File: config.mk
export PLATFORM = sky130hd
export DESIGN_NAME = qcc_top
export DESIGN_NICKNAME = d
export VERILOG_FILES = /design/src/rtl/qcc_top.v /design/src/rtl/qcc_chan.v
export VERILOG_INCLUDE_DIRS = /design/src /design/src/rtl
export SDC_FILE = /design/constraint.sdc
export NUM_CORES = 1
export LEC_CHECK = 0
export ABC_CLOCK_PERIOD_IN_PS = 6900
export BUFFER_PORTS_ARGS = -buffer_cell sky130_fd_sc_hd__buf_2
export CORE_MARGIN = 1
export CORE_UTILIZATION = 30
export DETAILED_ROUTE_END_ITERATION = 12
export GPL_TIMING_DRIVEN = 0
export PLACE_DENSITY = 0.43
export SYNTH_ARGS = -nofsm -noshare
export SYNTH_HDL_FRONTEND = slang
export SYNTH_SLANG_ARGS = --single-unit
export TNS_END_PERCENT = 1
File: constraint.sdc
create_clock -name clk_i -period 6.9 [get_ports clk_i]
set_input_delay 1.035 -clock clk_i [delete_from_list [all_inputs] [get_ports clk_i]]
set_output_delay 1.035 -clock clk_i [all_outputs]
set_load 0.1 [all_outputs]
File: src/rtl/qcc_defines.vh
`ifndef QCC_DEFINES_VH
`define QCC_DEFINES_VH
`define QCC_AW 16
`define QCC_ADDR_CFG_AB 16'hA038
`define QCC_ADDR_CFG_CD 16'hA039
`define QCC_ADDR_PRIMARY_THRESHOLD_LEVEL 16'hA03A
`define QCC_ADDR_SECONDARY_THRESHOLD_LEVEL 16'hA03B
`define QCC_ADDR_DAC 16'hA03C
`define QCC_ADDR_STAT 16'hA03D
`define QCC_ADDR_IMASK 16'hA03E
`define QCC_RST_BYTE 8'h00
`define QCC_BIT_ON 3
`define QCC_BIT_PICK 2
`define QCC_BIT_IRQ 1
`define QCC_BIT_INV 0
`define QCC_DAC_EN_BIT 7
`define QCC_FILT_LEN 5'h10
`define QCC_SETTLE_NS 20000
`define QCC_SETTLE_CYC 16'h0320
`define QCC_CLK_NS 25
`endif

File: src/rtl/qcc_top.v
`timescale 1ns/1ps
`include "qcc_defines.vh"
// What this block does
// - comparator one picks primary or secondary level
// - others pick primary or external level
// - per-comparator interrupt enable gates requests
// - polarity bit inverts comparator output
// - live outputs readable by software
// - both edges detected for interrupts
// - config byte one: comparators one, two
// - config byte two: comparators three, four
// - primary 8-bit threshold code to DAC
// - secondary code also drives DAC output
// - toggle while enabled sets sticky flag
// - disabled comparator reads low
// - optional filter needs 16 stable cycles
module qcc_top (
  // clock and reset
  input wire clk_i,
  input wire rst_n_i,
  // register port
  input wire [15:0] addr_i,
  input wire [7:0] wdata_i,
  input wire wr_i,
  input wire rd_i,
  output reg [7:0] rdata_o,
  // analog side
  input wire [3:0] cmp_raw_i,
  output wire [3:0] cmp_on_o,
  output wire [3:0] cmp_pick_ext_o,
  output wire cmp1_pick_secondary_o,
  output wire [7:0] primary_threshold_level_o,
  output wire [7:0] secondary_threshold_level_o,
  output wire dac_buffer_on_o,
  output wire settled_o,
  // interrupt
  output wire irq_o
);
  reg rst_s1;
  reg rst_s2;
  reg [7:0] cfg_ab;
  reg [7:0] cfg_cd;
  reg [7:0] primary_threshold_level;
  reg [7:0] secondary_threshold_level;
  reg dac_en;
  reg [3:0] filt_on;
  reg [3:0] flags;
  reg [3:0] imask;
  reg [3:0] on_d;
  reg [15:0] settle_cnt;
  wire [3:0] live;
  wire [3:0] edges;
  wire [3:0] on_v;
  wire [3:0] pick_v;
  wire [3:0] allow_v;
  wire [3:0] inv_v;

  function [3:0] grp;
    input [7:0] b;
    input hi;
    begin
      grp = hi ? b[7:4] : b[3:0];
    end
  endfunction

  always @(posedge clk_i or negedge rst_n_i) begin
    if (!rst_n_i) begin
      rst_s1 <= 1'b0;
      rst_s2 <= 1'b0;
    end else begin
      rst_s1 <= 1'b1;
      rst_s2 <= rst_s1;
    end
  end

  // comparator n maps to index n-1
  wire [3:0] grp_1 = grp(cfg_ab, 1'b1);
  wire [3:0] grp_2 = grp(cfg_ab, 1'b0);
  wire [3:0] grp_3 = grp(cfg_cd, 1'b1);
  wire [3:0] grp_4 = grp(cfg_cd, 1'b0);
  assign on_v = {grp_4[`QCC_BIT_ON], grp_3[`QCC_BIT_ON],
                 grp_2[`QCC_BIT_ON], grp_1[`QCC_BIT_ON]};
  assign pick_v = {grp_4[`QCC_BIT_PICK], grp_3[`QCC_BIT_PICK],
                   grp_2[`QCC_BIT_PICK], grp_1[`QCC_BIT_PICK]};
  assign allow_v = {grp_4[`QCC_BIT_IRQ], grp_3[`QCC_BIT_IRQ],
                    grp_2[`QCC_BIT_IRQ], grp_1[`QCC_BIT_IRQ]};
  assign inv_v = {grp_4[`QCC_BIT_INV], grp_3[`QCC_BIT_INV],
                  grp_2[`QCC_BIT_INV], grp_1[`QCC_BIT_INV]};

  assign cmp_on_o = on_v;
  assign cmp1_pick_secondary_o = pick_v[0];
  assign cmp_pick_ext_o = {pick_v[3:1], 1'b0};
  assign primary_threshold_level_o = primary_threshold_level;
  assign secondary_threshold_level_o = secondary_threshold_level;
  assign dac_buffer_on_o = dac_en;

  genvar g;
  generate
    for (g = 0; g < 4; g = g + 1) begin : ch
      qcc_chan u_chan (
        .clk_i(clk_i),
        .rst_n_i(rst_s2),
        .on_i(on_v[g]),
        .invert_i(inv_v[g]),
        .filter_on_i(filt_on[g]),
        .raw_i(cmp_raw_i[g]),
        .live_o(live[g]),
        .edge_o(edges[g])
      );
    end
  endgenerate

  wire wr_stat = wr_i && addr_i == `QCC_ADDR_STAT;

  always @(posedge clk_i or negedge rst_s2) begin
    if (!rst_s2) begin
      cfg_ab <= `QCC_RST_BYTE;
      cfg_cd <= `QCC_RST_BYTE;
      primary_threshold_level <= `QCC_RST_BYTE;
      secondary_threshold_level <= `QCC_RST_BYTE;
      dac_en <= 1'b0;
      filt_on <= 4'h0;
      imask <= 4'h0;
    end else if (wr_i) begin
      if (addr_i == `QCC_ADDR_CFG_AB) begin
        cfg_ab <= wdata_i;
      end else if (addr_i == `QCC_ADDR_CFG_CD) begin
        cfg_cd <= wdata_i;
      end else if (addr_i == `QCC_ADDR_PRIMARY_THRESHOLD_LEVEL) begin
        primary_threshold_level <= wdata_i;
      end else if (addr_i == `QCC_ADDR_SECONDARY_THRESHOLD_LEVEL) begin
        secondary_threshold_level <= wdata_i;
      end else if (addr_i == `QCC_ADDR_DAC) begin
        dac_en <= wdata_i[`QCC_DAC_EN_BIT];
      end else if (addr_i == `QCC_ADDR_STAT) begin
        filt_on <= wdata_i[3:0];
      end else if (addr_i == `QCC_ADDR_IMASK) begin
        imask <= wdata_i[3:0];
      end
    end
  end

  // set wins over write-one-to-clear
  always @(posedge clk_i or negedge rst_s2) begin
    if (!rst_s2) begin
      flags <= 4'h0;
    end else begin
      flags <= (flags & ~(wr_stat ? wdata_i[7:4] : 4'h0)) | edges;
    end
  end

  // gated by per-channel allow and by the mask register
  assign irq_o = |(flags & allow_v & imask);

  // settle timer restarts on any off-to-on change
  always @(posedge clk_i or negedge rst_s2) begin
    if (!rst_s2) begin
      on_d <= 4'h0;
      settle_cnt <= 16'h0000;
    end else begin
      on_d <= on_v;
      if (|(on_v & ~on_d)) begin
        settle_cnt <= `QCC_SETTLE_CYC;
      end else if (settle_cnt != 16'h0000) begin
        settle_cnt <= settle_cnt - 16'h0001;
      end
    end
  end
  assign settled_o = settle_cnt == 16'h0000;

  always @(posedge clk_i or negedge rst_s2) begin
    if (!rst_s2) begin
      rdata_o <= 8'h00;
    end else if (rd_i) begin
      if (addr_i == `QCC_ADDR_CFG_AB) begin
        rdata_o <= cfg_ab;
      end else if (addr_i == `QCC_ADDR_CFG_CD) begin
        rdata_o <= cfg_cd;
      end else if (addr_i == `QCC_ADDR_PRIMARY_THRESHOLD_LEVEL) begin
        rdata_o <= primary_threshold_level;
      end else if (addr_i == `QCC_ADDR_SECONDARY_THRESHOLD_LEVEL) begin
        rdata_o <= secondary_threshold_level;
      end else if (addr_i == `QCC_ADDR_DAC) begin
        rdata_o <= {dac_en, 7'h00};
      end else if (addr_i == `QCC_ADDR_STAT) begin
        rdata_o <= {flags, live};
      end else if (addr_i == `QCC_ADDR_IMASK) begin
        rdata_o <= {4'h0, imask};
      end else begin
        rdata_o <= 8'h00;
      end
    end else begin
      rdata_o <= 8'h00;
    end
  end
endmodule

File: src/rtl/qcc_chan.v
`timescale 1ns/1ps
`include "qcc_defines.vh"
module qcc_chan (
  // clock and reset
  input wire clk_i,
  input wire rst_n_i,
  // controls
  input wire on_i,
  input wire invert_i,
  input wire filter_on_i,
  // raw comparator
  input wire raw_i,
  // results
  output reg live_o,
  output wire edge_o
);
  reg sync_a;
  reg sync_b;
  reg accepted;
  reg [4:0] stable_cnt;
  wire pol = sync_b ^ invert_i;
  wire next_live = on_i & accepted;

  // two stages; first stage only feeds the second
  always @(posedge clk_i or negedge rst_n_i) begin
    if (!rst_n_i) begin
      sync_a <= 1'b0;
      sync_b <= 1'b0;
    end else begin
      sync_a <= raw_i;
      sync_b <= sync_a;
    end
  end

  always @(posedge clk_i or negedge rst_n_i) begin
    if (!rst_n_i) begin
      accepted <= 1'b0;
      stable_cnt <= 5'h0_0;
    end else if (!filter_on_i || pol == accepted) begin
      accepted <= pol;
      stable_cnt <= 5'h0_0;
    end else if (stable_cnt == `QCC_FILT_LEN - 5'h0_1) begin
      accepted <= pol;
      stable_cnt <= 5'h0_0;
    end else begin
      stable_cnt <= stable_cnt + 5'h0_1;
    end
  end

  always @(posedge clk_i or negedge rst_n_i) begin
    if (!rst_n_i) begin
      live_o <= 1'b0;
    end else begin
      live_o <= next_live;
    end
  end

  // on for two cycles running, so switching on or off makes no edge
  reg on_q;
  always @(posedge clk_i or negedge rst_n_i) begin
    if (!rst_n_i) begin
      on_q <= 1'b0;
    end else begin
      on_q <= on_i;
    end
  end

  // both directions of the live bit count as a toggle
  assign edge_o = on_i & on_q & (live_o != next_live);
endmodule

==> flow_summary.yaml, run 1 <==
pwr:
  p_per_area_nw_per_um2: 220
  p_total_w: 0.00135
  peakVddDrop_uv: 113
  leakage_nw: 2.96
critical_path:
  path_class: "reg2out"
  ff2ff_setup_slack_ns: 4.57
  required_ns: 5.86
  critPathCaptureType: "primary output"
  cp-start-kind: "flip-flop"
  slowest_delay_ns: 0.61
  cp.arrival_ns: 2.67
  crit_chain: "or4_1 > or2_2 > clkbuf_1 > nor2_1 > buf_2"
  critPathSlowestCell: "or4_1"
  cp_max_fo: 10
floorplan:
  dieArea_um2: 17900
  io-pin-count: 68
  rows: 47
  die_h_um: 134
  die_x_um: 134
  start_util_pct: 31.0
  core_um2: 16800
global_route:
  grt_pass1_wl_mm: 21.6
  antenna_found_initial: 0
  track_usage_pct: 16.2
  grt_max_degree: 58
  grt_pass1_vias: 3783
  grt_remaining_overflow: 0
clocking:
  cts-root-buf: "clkbuf_16"
  clk_pin_slew_worst_paths_ns: 0.08
  ctsHoldBuffers: 0
  cts_tree: "done"
  cts_resized: 0
  postCtsSetupBuffers: 0
  cts_num_sinks: 111
  clk_path_buf_depth: 2
  numCtsBuffers: 9
  clk_latency_ns: 0.36
  h-tree-depth: 3
timing:
  setup_tns_ns: 0
  finalSetupViolations: 0
  rsz0062_at_grt: "false"
  drv_slew: 0
  worst_pin_slew_ns: 0.925
  finalHoldViolCount: 0
  max_freq_mhz: 270
  period_share_pct: 53.7
  fin_worst_skew_ns: 0.00510
  min_period_ns: 3.71
  slew_headroom_pct: 37.4
yosys:
  synth_top_cell_by_area: "dfrtp_1"
  synth_ff_type: "dfrtp_1"
  ys_async_sr_fraction_pct: 100
  synth_warnings: 0
  synth_cell_types: 56
  synth_area_per_cell_um2: 11.8
  synth_edf_count: 0
  ys_seq_area_share_pct: 53.4
  syn_nets: 479
  ys_ff_latch: 111
  yosysTopAreaCellShare_pct: 53.4
  syn-cell-area_um2: 5200
  syn-instance-count: 441
  synth.area.top_cells: "dfrtp_1 (53%), mux2_2 (10%), xor2_1 (2.7%), nor2_1 (1.9%), mux2i_1 (1.5%)"
finish:
  fillers: 1680
  finalNetCount: 556
  area_growth_pct: 18.1
  drive_gt1_share_pct: 28.5
  antenna_cells: 0
run:
  cap_violations: 0
place:
  io_buffers: 65
  dpl.hpwl_mm: 9.70
  gp_congestion: 0.775
routing:
  drt_iter0_drc: 265
  wl_per_cell_um: 18.2
  drc_errors: 0
  routed_wl_mm: 13.6
  vias_per_cell: 5.04
  ant_nets: 0
  first_pass_iters: 4
  vias: 3746
worst_hold_path:
  worstHoldPathType: "reg2reg"
status:
  outcome: "finished clean"
==> stage by stage <==
step | hold slack [ns] | util, % | std cells | area [um^2] | setup WS [ns]
after floorplan | 0.331 | - | 441 | 5200 | 3.06
after global placement | 0.334 | 34.6 | 726 | 5800 | 2.08
after detailed placement | 0.336 | 34.8 | 727 | 5840 | 3.01
after CTS | 0.354 | 36.6 | 743 | 6140 | 3.17
after global routing | 0.361 | 36.7 | 743 | 6150 | 3.08
final | 0.352 | 36.7 | 743 | 6150 | 3.19
==> where the power goes <==
part / internal [W] / switching [W]
clock: 0.000286 / 0.000250
combinational: 0.0000474 / 0.0000656
sequential: 0.000674 / 0.0000289
==> registers in the layout, indices dropped and copies added, names as in the netlist, 4 cells and up <==
signal,flops
ch.u_chan.accepted,4
primary_threshold_level_o,8
ch.u_chan.sync_b,4
settle_cnt,16
cfg_cd,8
flags,4
ch.u_chan.sync_a,4
ch.u_chan.stable_cnt,20
imask,4
rdata_o,8
on_d,4
ch.u_chan.live_o,4
filt_on,4
cfg_ab,8
secondary_threshold_level_o,8
==> final timing paths <==
| check | cells past startpoint | end | from |
|---|---|---|---|
| min reg2reg | 0 | ch[1].u_chan.sync_b$_DFF_PN0_ | ch[1].u_chan.sync_a$_DFF_PN0_ |
| min in group asynchronous | 0 | ch[3].u_chan.stable_cnt[2]$_DFF_PN0_ | rst_s2$_DFF_PN0_ |
| max in group asynchronous | 1 | rdata_o[4]$_DFF_PN0_ | rst_s2$_DFF_PN0_ |
| max reg2reg | 5 | settle_cnt[11]$_DFFE_PN0P_ | settle_cnt[4]$_DFFE_PN0P_ |
| max | 5 | settled_o | settle_cnt[4]$_DFFE_PN0P_ |
| min | 0 | ch[1].u_chan.sync_b$_DFF_PN0_ | ch[1].u_chan.sync_a$_DFF_PN0_ |
==> cell type report <==
| type | instances | area, um^2 | area share [%] |
|---|---|---|---|
| Inverter | 11 | 41.3 | 0.672 |
| Buffer | 24 | 120 | 1.95 |
| Clock inverter | 7 | 78.8 | 1.28 |
| Clock buffer | 9 | 225 | 3.66 |
| Timing Repair Buffer | 66 | 353 | 5.74 |
| Tap cell | 220 | 275 | 4.48 |
| Sequential cell | 111 | 2780 | 45.3 |
| Multi-Input combinational cell | 295 | 2270 | 37.0 |
==> cells by family after synthesis <==
kind of cell | after synthesis | share of synthesized area (%)
simple gates | 150 | 17.2
mux | 54 | 11.5
buf+inv | 35 | 3.10
xor+xnor | 20 | 4.16
fa+ha+maj | 6 | 1.44
other cells | 2 | 0.144
flops | 111 | 53.4
compound gates | 63 | 9.11
==> routing by layer <==
layer	track usage, %	share of wire (%)
met1	23.4	49
met2	23.7	44
met3	3.20	4.8
met4	6.19	1.7
met5	0	0
==> synthesized netlist by cell type, types with 3 or more instances <==
library cell / instances
dfrtp_1: 111
mux2_2: 46
nor2_1: 26
clkbuf_1: 16
xor2_1: 16
nand2_1: 15
nand3_1: 14
nand2b_1: 12
inv_1: 11
nand4_1: 11
and2_1: 10
nor3_1: 10
or4_1: 10
a21oi_1: 9
nor2b_1: 9
o21ai_0: 9
buf_4: 8
mux2i_1: 8
and3_1: 7
a32o_1: 6
ha_1: 6
nor4_1: 6
o31ai_1: 5
o41ai_1: 5
a211oi_1: 4
a22o_1: 4
a2bb2oi_1: 4
nand4_2: 4
or3_1: 4
a21boi_0: 3
xnor3_1: 3
==> placed cells by master (no fill, tap or decap), drive strengths merged, types with 10 or more instances in the layout <==
cell type / netlist / final
nand3: 14 / 14
clkbuf: 16 / 25
nand2: 15 / 15
nor3: 10 / 10
mux2: 46 / 46
nand2b: 12 / 12
nand4: 15 / 15
or4: 10 / 10
and2: 10 / 10
inv: 11 / 14
xor2: 16 / 16
dfrtp: 111 / 111
nor2: 26 / 26
buf: 8 / 74
==> worst max-delay path, delay by kind of cell (launching register included) <==
family	cells	cell delay (ns)
buf+inv	2	0.72
flops	1	0.40
simple gates	3	1.19
No activity file was read; power rests on OpenSTA's default activity.
==> run 2: changes to the inputs <==
--- a/config.mk
+++ b/config.mk
@@ -6,7 +6,8 @@
 export SDC_FILE = /design/constraint.sdc
 export NUM_CORES = 1
 export LEC_CHECK = 0
-export ABC_CLOCK_PERIOD_IN_PS = 6900
+export ABC_AREA = 1
+export ABC_CLOCK_PERIOD_IN_PS = 3500
 export BUFFER_PORTS_ARGS = -buffer_cell sky130_fd_sc_hd__buf_2
 export CORE_MARGIN = 1
 export CORE_UTILIZATION = 30
==> constraint.sdc (replaced) <==
create_clock -name clk_i -period 3.5 [get_ports clk_i]
set_input_delay 0.525 -clock clk_i [delete_from_list [all_inputs] [get_ports clk_i]]
set_output_delay 0.525 -clock clk_i [all_outputs]
set_load 0.1 [all_outputs]
==> run 2 against run 1 <==
Against the previous run:
- global-route usage decreased by 0.15 points
- wire length decreased by 0.72%
- largest cell class unchanged
- clock skew increased by 0.0035 ns
- cell count increased by 26%
- largest power group unchanged
- first-iteration DRC count increased by 3.0%
==> flow_summary.yaml, run 2 <==
global_route:
  grt_pass1_wl_mm: 22.3
  grt_pass1_vias: 4231
  grt_max_degree: 67
  track_usage_pct: 16.0
  antenna_found_initial: 0
  grt_remaining_overflow: 0
floorplan:
  core_um2: 17400
  io-pin-count: 68
  die_x_um: 136
  rows: 48
  dieArea_um2: 18500
  start_util_pct: 31.0
  die_h_um: 136
routing:
  drc_errors: 0
  wl_per_cell_um: 14.4
  routed_wl_mm: 13.5
  vias: 4250
  ant_nets: 0
  first_pass_iters: 4
  drt_iter0_drc: 273
  vias_per_cell: 4.54
clocking:
  cts_resized: 0
  cts_tree: "done"
  postCtsSetupBuffers: 0
  h-tree-depth: 3
  numCtsBuffers: 9
  cts-root-buf: "clkbuf_16"
  cts_num_sinks: 111
  clk_path_buf_depth: 2
  clk_pin_slew_worst_paths_ns: 0.08
  clk_latency_ns: 0.36
critical_path:
  cp-start-kind: "flip-flop"
  required_ns: 2.97
  cp_max_fo: 4
  path_class: "reg2out"
  cp.arrival_ns: 2.00
  critPathCaptureType: "primary output"
yosys:
  synth_area_per_cell_um2: 8.60
  ys_ff_latch: 111
  synth_ff_type: "dfrtp_1"
  synth_top_cell_by_area: "dfrtp_1"
  ys_async_sr_fraction_pct: 100
  synth_warnings: 0
  syn-cell-area_um2: 5400
  synth_edf_count: 0
  synth_cell_types: 36
  syn-instance-count: 627
  synth_common_cells: "nand2_1 (134), dfrtp_1 (111), nor2_1 (92)"
  yosysTopAreaCellShare_pct: 51.5
  syn_nets: 665
  synth.area.top_cells: "dfrtp_1 (51%), nand2_1 (9.3%), nor2_1 (6.4%), inv_1 (4.8%), o21ai_2 (4.1%)"
  ys_seq_area_share_pct: 51.5
  synth_most_common_cell: "nand2_1"
pwr:
  p_per_area_nw_per_um2: 427
  leakage_nw: 3.22
  peakVddDrop_uv: 268
timing:
  drv_slew: 0
  slew_headroom_pct: 60.1
  period_share_pct: 72.0
  worst_pin_slew_ns: 0.599
  rsz0062_at_grt: "false"
  max_freq_mhz: 397
  min_period_ns: 2.52
  finalHoldViolCount: 0
  fin_worst_skew_ns: 0.00858
  finalSetupViolations: 0
  fin_hold_ws_ns: 0.273
  worst_slack_ns: 0.980
place:
  io_buffers: 66
  gp_congestion: 0.838
  placed_cells: 919
  dpl.hpwl_mm: 9.93
  pre_cts_slack_ns: 1.36
finish:
  final_common_cell: "nand2_1"
  top_register: "ch.u_chan.stable_cnt"
  antenna_cells: 0
  largest_reg_flops: 20
  final_cell_mix: "nand2_1 (134), dfrtp_1 (110), nor2_1 (92)"
  area_growth_pct: 17.5
  fin_cells: 936
  finalNetCount: 744
  drive_gt1_share_pct: 23.5
  largestRegisters: "ch.u_chan.stable_cnt x20, settle_cnt x16"
  utilization_pct: 36.4
status:
  outcome: "finished clean"
worst_hold_path:
  worstHoldPathType: "in2reg"
run:
  cap_violations: 0
-- run 2: layout make-up --
type	instances	area, um^2
plain buffers	15	129
repair buffers	68	368
flip-flops and latches	111	2780
inverters	77	292
fillers	1856	11100
clock buffers	11	253
well taps	225	282
multi-input cells	424	2200
clock inverters	5	38.8
-- run 2: logic make-up after synthesis --
group / share of synthesized area (%)
AO/OA/AOI/OAI: 8.97
XOR/XNOR: 2.92
adder cells (fa/ha/maj): 1.39
buffers and inverters: 7.79
flip-flops: 51.5
other: 0.139
AND/OR/NAND/NOR: 27.3
-- run 2: worst paths after layout --
path                       slack, ns                      start                       endpoint  depth (start not counted)
max in group asynchronous       2.42           rst_s2$_DFF_PN0_          cfg_cd[7]$_DFFE_PN0P_                          1
setup / recovery                0.98  settle_cnt[0]$_DFFE_PN0P_                      settled_o                          7
setup reg to reg                1.55      cfg_cd[7]$_DFFE_PN0P_      settle_cnt[0]$_DFFE_PN0P_                          7
hold / removal                  0.27               cmp_raw_i[1]  ch[1].u_chan.sync_a$_DFF_PN0_                          1
hold reg to reg                 0.34           rst_s2$_DFF_PN0_      settle_cnt[0]$_DFFE_PN0P_                          0
min in group asynchronous       0.34           rst_s2$_DFF_PN0_      settle_cnt[0]$_DFFE_PN0P_                          0
-- run 2: repair_timing --
item | CTS | global route
hold buffers | 1 | 0
endpoints found under the setup margin | 0 | 0
hold endpoints to repair | 2 | 0
-- run 2: worst max-delay path: stages (launching register included) --
cell and delay (ns):
dfrtp_1 0.39, inv_1 0.12, ha_1 0.17, inv_1 0.05
nor2_1 0.12, nand3_1 0.09, nor3_1 0.22, buf_2 0.48
-- run 2: per-layer routing --
metal | share of wire [%] | vias to the layer above | track usage (%)
li1 | - | 2138 | -
met1 | 48 | 2019 | 21.3
met2 | 47 | 85 | 26.4
met3 | 3.9 | 8 | 3.73
met4 | 1.0 | 0 | 3.52
met5 | 0 | - | 0
-- run 2: power breakdown --
part	switching, W	internal (W)
Clock	0.000488	0.000528
Sequential	0.0000549	0.00134
Combinational	0.000198	0.000101
Total	0.000741	0.00197
-- run 2: through the flow --
step | instance area (um^2) | total power (W) | setup TNS (ns)
after global placement | 6010 | 0.00170 | -134.05
after detailed placement | 6040 | 0.00172 | 0
after floorplan | 5400 | 0.00162 | 0
final | 6340 | 0.00271 | 0
after global routing | 6340 | 0.00285 | 0
after CTS | 6340 | 0.00275 | 0
==> run 3: changes to the inputs <==
--- a/config.mk
+++ b/config.mk
@@ -6,14 +6,14 @@
 export SDC_FILE = /design/constraint.sdc
 export NUM_CORES = 1
 export LEC_CHECK = 0
-export ABC_AREA = 1
-export ABC_CLOCK_PERIOD_IN_PS = 3500
+export ABC_AREA = 0
+export ABC_CLOCK_PERIOD_IN_PS = 2100
 export BUFFER_PORTS_ARGS = -buffer_cell sky130_fd_sc_hd__buf_2
 export CORE_MARGIN = 1
 export CORE_UTILIZATION = 30
 export DETAILED_ROUTE_END_ITERATION = 12
 export GPL_TIMING_DRIVEN = 0
-export PLACE_DENSITY = 0.43
+export PLACE_DENSITY = 0.45
 export SYNTH_ARGS = -nofsm -noshare
 export SYNTH_HDL_FRONTEND = slang
 export SYNTH_SLANG_ARGS = --single-unit
==> constraint.sdc (replaced) <==
create_clock -name clk_i -period 2.1 [get_ports clk_i]
set_input_delay 0.315 -clock clk_i [delete_from_list [all_inputs] [get_ports clk_i]]
set_output_delay 0.315 -clock clk_i [all_outputs]
set_load 0.1 [all_outputs]
==> run 3 against run 2 <==
Against the previous run:
- the run now ends with negative setup slack left
- global-route usage increased by 0.19 points
- sequential share of layout area decreased by 0.27 points
- power increased by 68%
- cell count decreased by 20%
- clock skew decreased by 0.0018 ns
- wire length increased by 0.70%
- clock power increased by 75%
- highest routed layer unchanged
- largest power group unchanged
==> flow_summary.yaml, run 3 (synthesis results as in run 1) <==
clocking:
  clk_path_buf_depth: 2
  cts-root-buf: "clkbuf_16"
  numCtsBuffers: 9
  cts_tree: "done"
  clk_latency_ns: 0.36
  cts_num_sinks: 111
  h-tree-depth: 3
  clk_pin_slew_worst_paths_ns: 0.07
critical_path:
  path_class: "reg2out"
  critPathCaptureType: "primary output"
  ff2ff_path_depth: 5
  rr_startpoint: "settle_cnt[4]$_DFFE_PN0P_"
  cp-start-kind: "flip-flop"
  required_ns: 1.78
  cp_max_fo: 5
  ff2ff_setup_slack_ns: 0.03
  reg2reg_to: "settle_cnt[15]$_DFFE_PN0P_"
  cp.arrival_ns: 2.01
  cp-endpoint: "settled_o"
  crit_path_start: "settle_cnt[4]$_DFFE_PN0P_"
pwr:
  p_total_w: 0.00455
  peakVddDrop_uv: 396
  leakage_nw: 3.07
  p_per_area_nw_per_um2: 713
floorplan:
  dieArea_um2: 17900
  die_h_um: 134
  die_x_um: 134
  core_um2: 16800
  rows: 47
  start_util_pct: 31.0
  io-pin-count: 68
routing:
  wl_per_cell_um: 18.0
  wl_met1_mm: 6.63
  drt_iter0_drc: 234
  top_layer: "met4"
  route.met3.wl_um: 672
  wl_met2_mm: 6.09
  routed_wl_mm: 13.6
  drc_errors: 0
  vias: 3761
  first_pass_iters: 4
  vias_per_cell: 5.00
  ant_nets: 0
finish:
  final_common_cell: "dfrtp_1"
  fin_cells: 752
  antenna_cells: 0
  largestRegisters: "ch.u_chan.stable_cnt x20, settle_cnt x16"
  drive_gt1_share_pct: 32.7
  final_cell_mix: "dfrtp_1 (110), buf_2 (64), mux2_2 (45)"
  utilization_pct: 38.1
  area_growth_pct: 22.6
  largest_reg_flops: 20
  finalNetCount: 565
  top_register: "ch.u_chan.stable_cnt"
  fin_area_um2: 6380
timing:
  finalHoldViolCount: 0
  min_period_ns: 2.33
  fin_worst_skew_ns: 0.00675
  rsz0062_at_grt: "true"
  finalSetupViolations: 28
  slew_headroom_pct: 28.9
  drv_slew: 0
  period_share_pct: 111
  worst_slack_ns: -0.229
  worst_pin_slew_ns: 1.07
  max_freq_mhz: 429
global_route:
  grt_max_degree: 62
  grt_pass1_vias: 3779
  antenna_found_initial: 0
  grt_pass1_wl_mm: 21.7
  track_usage_pct: 16.2
  grt_remaining_overflow: 0
place:
  gp_congestion: 0.809
  io_buffers: 65
  pre_cts_slack_ns: -0.686
  dpl.hpwl_mm: 9.53
  place_area_um2: 5840
  placed_cells: 727
worst_hold_path:
  worstHoldPathType: "in2reg"
  min_path_cells: 1
run:
  cap_violations: 0
status:
  violations: "negative setup slack"
  outcome: "finished, violations left"
-- run 3: changes by cell type in the layout (fill, tap and decap cells not counted), moves of 25 or more --
cell     delta
nand2_1   -119
nor2_1     -67
mux2_2     +45
o21ai_2    -25
inv_1      -58
nand3_1    -27
-- run 3: worst max-delay path, cell delays in order (launching register included) --
cell and delay, ns:
dfrtp_1 0.39, or4_4 0.54, or2_4 0.27, buf_8 0.13, nor2_4 0.13, buf_12 0.18
-- run 3: where the power goes --
| part | internal (W) | switching [W] |
|---|---|---|
| clock network | 0.000965 | 0.000816 |
| registers | 0.00221 | 0.0000841 |
| logic | 0.000213 | 0.000258 |
| total | 0.00339 | 0.00116 |
-- run 3: what timing repair did --
item / 4_1_cts / 5_1_grt
gates resized for setup: 26 / 16
endpoints found under the hold margin: 2 / 0
pin swaps: 4 / 8
setup endpoints to repair: 66 / 65
gates cloned: 0 / 0
hold buffers: 1 / 0
buffers inserted: 5 / 3
-- run 3: worst min path at each step --
stage                             from                       endpoint  slack (ns)
final                     cmp_raw_i[2]  ch[2].u_chan.sync_a$_DFF_PN0_        0.06
after detailed placement       rst_n_i               rst_s1$_DFF_PN0_        0.10
after global routing      cmp_raw_i[2]  ch[2].u_chan.sync_a$_DFF_PN0_        0.03
after CTS                 cmp_raw_i[1]  ch[1].u_chan.sync_a$_DFF_PN0_        0.04
after global placement         rst_n_i               rst_s1$_DFF_PN0_        0.10
after floorplan                rst_n_i               rst_s1$_DFF_PN0_        0.02
-- run 3: routing by layer --
layer | GRT usage [%] | vias up
met1 | 23.2 | 1889
met4 | 5.18 | 0
met3 | 4.11 | 11
li1 | - | 1783
met2 | 23.8 | 78
met5 | 0 | -
-- run 3: final cells by class --
cell class / count / area, um^2
Buffer: 24 / 158
Fill cell: 1671 / 10400
Inverter: 11 / 41.3
Tap cell: 220 / 275
Clock buffer: 10 / 239
Timing Repair Buffer: 75 / 438
Multi-Input combinational cell: 295 / 2380
Clock inverter: 6 / 68.8
Sequential cell: 111 / 2780
-- run 3: per-stage QoR --
step                      TNS, ns  hold slack, ns
after floorplan             -4.39          0.0194
after global placement     -91.63           0.104
after detailed placement   -32.44           0.104
after CTS                   -2.98          0.0425
after global routing        -5.23          0.0334
final                       -3.73          0.0572
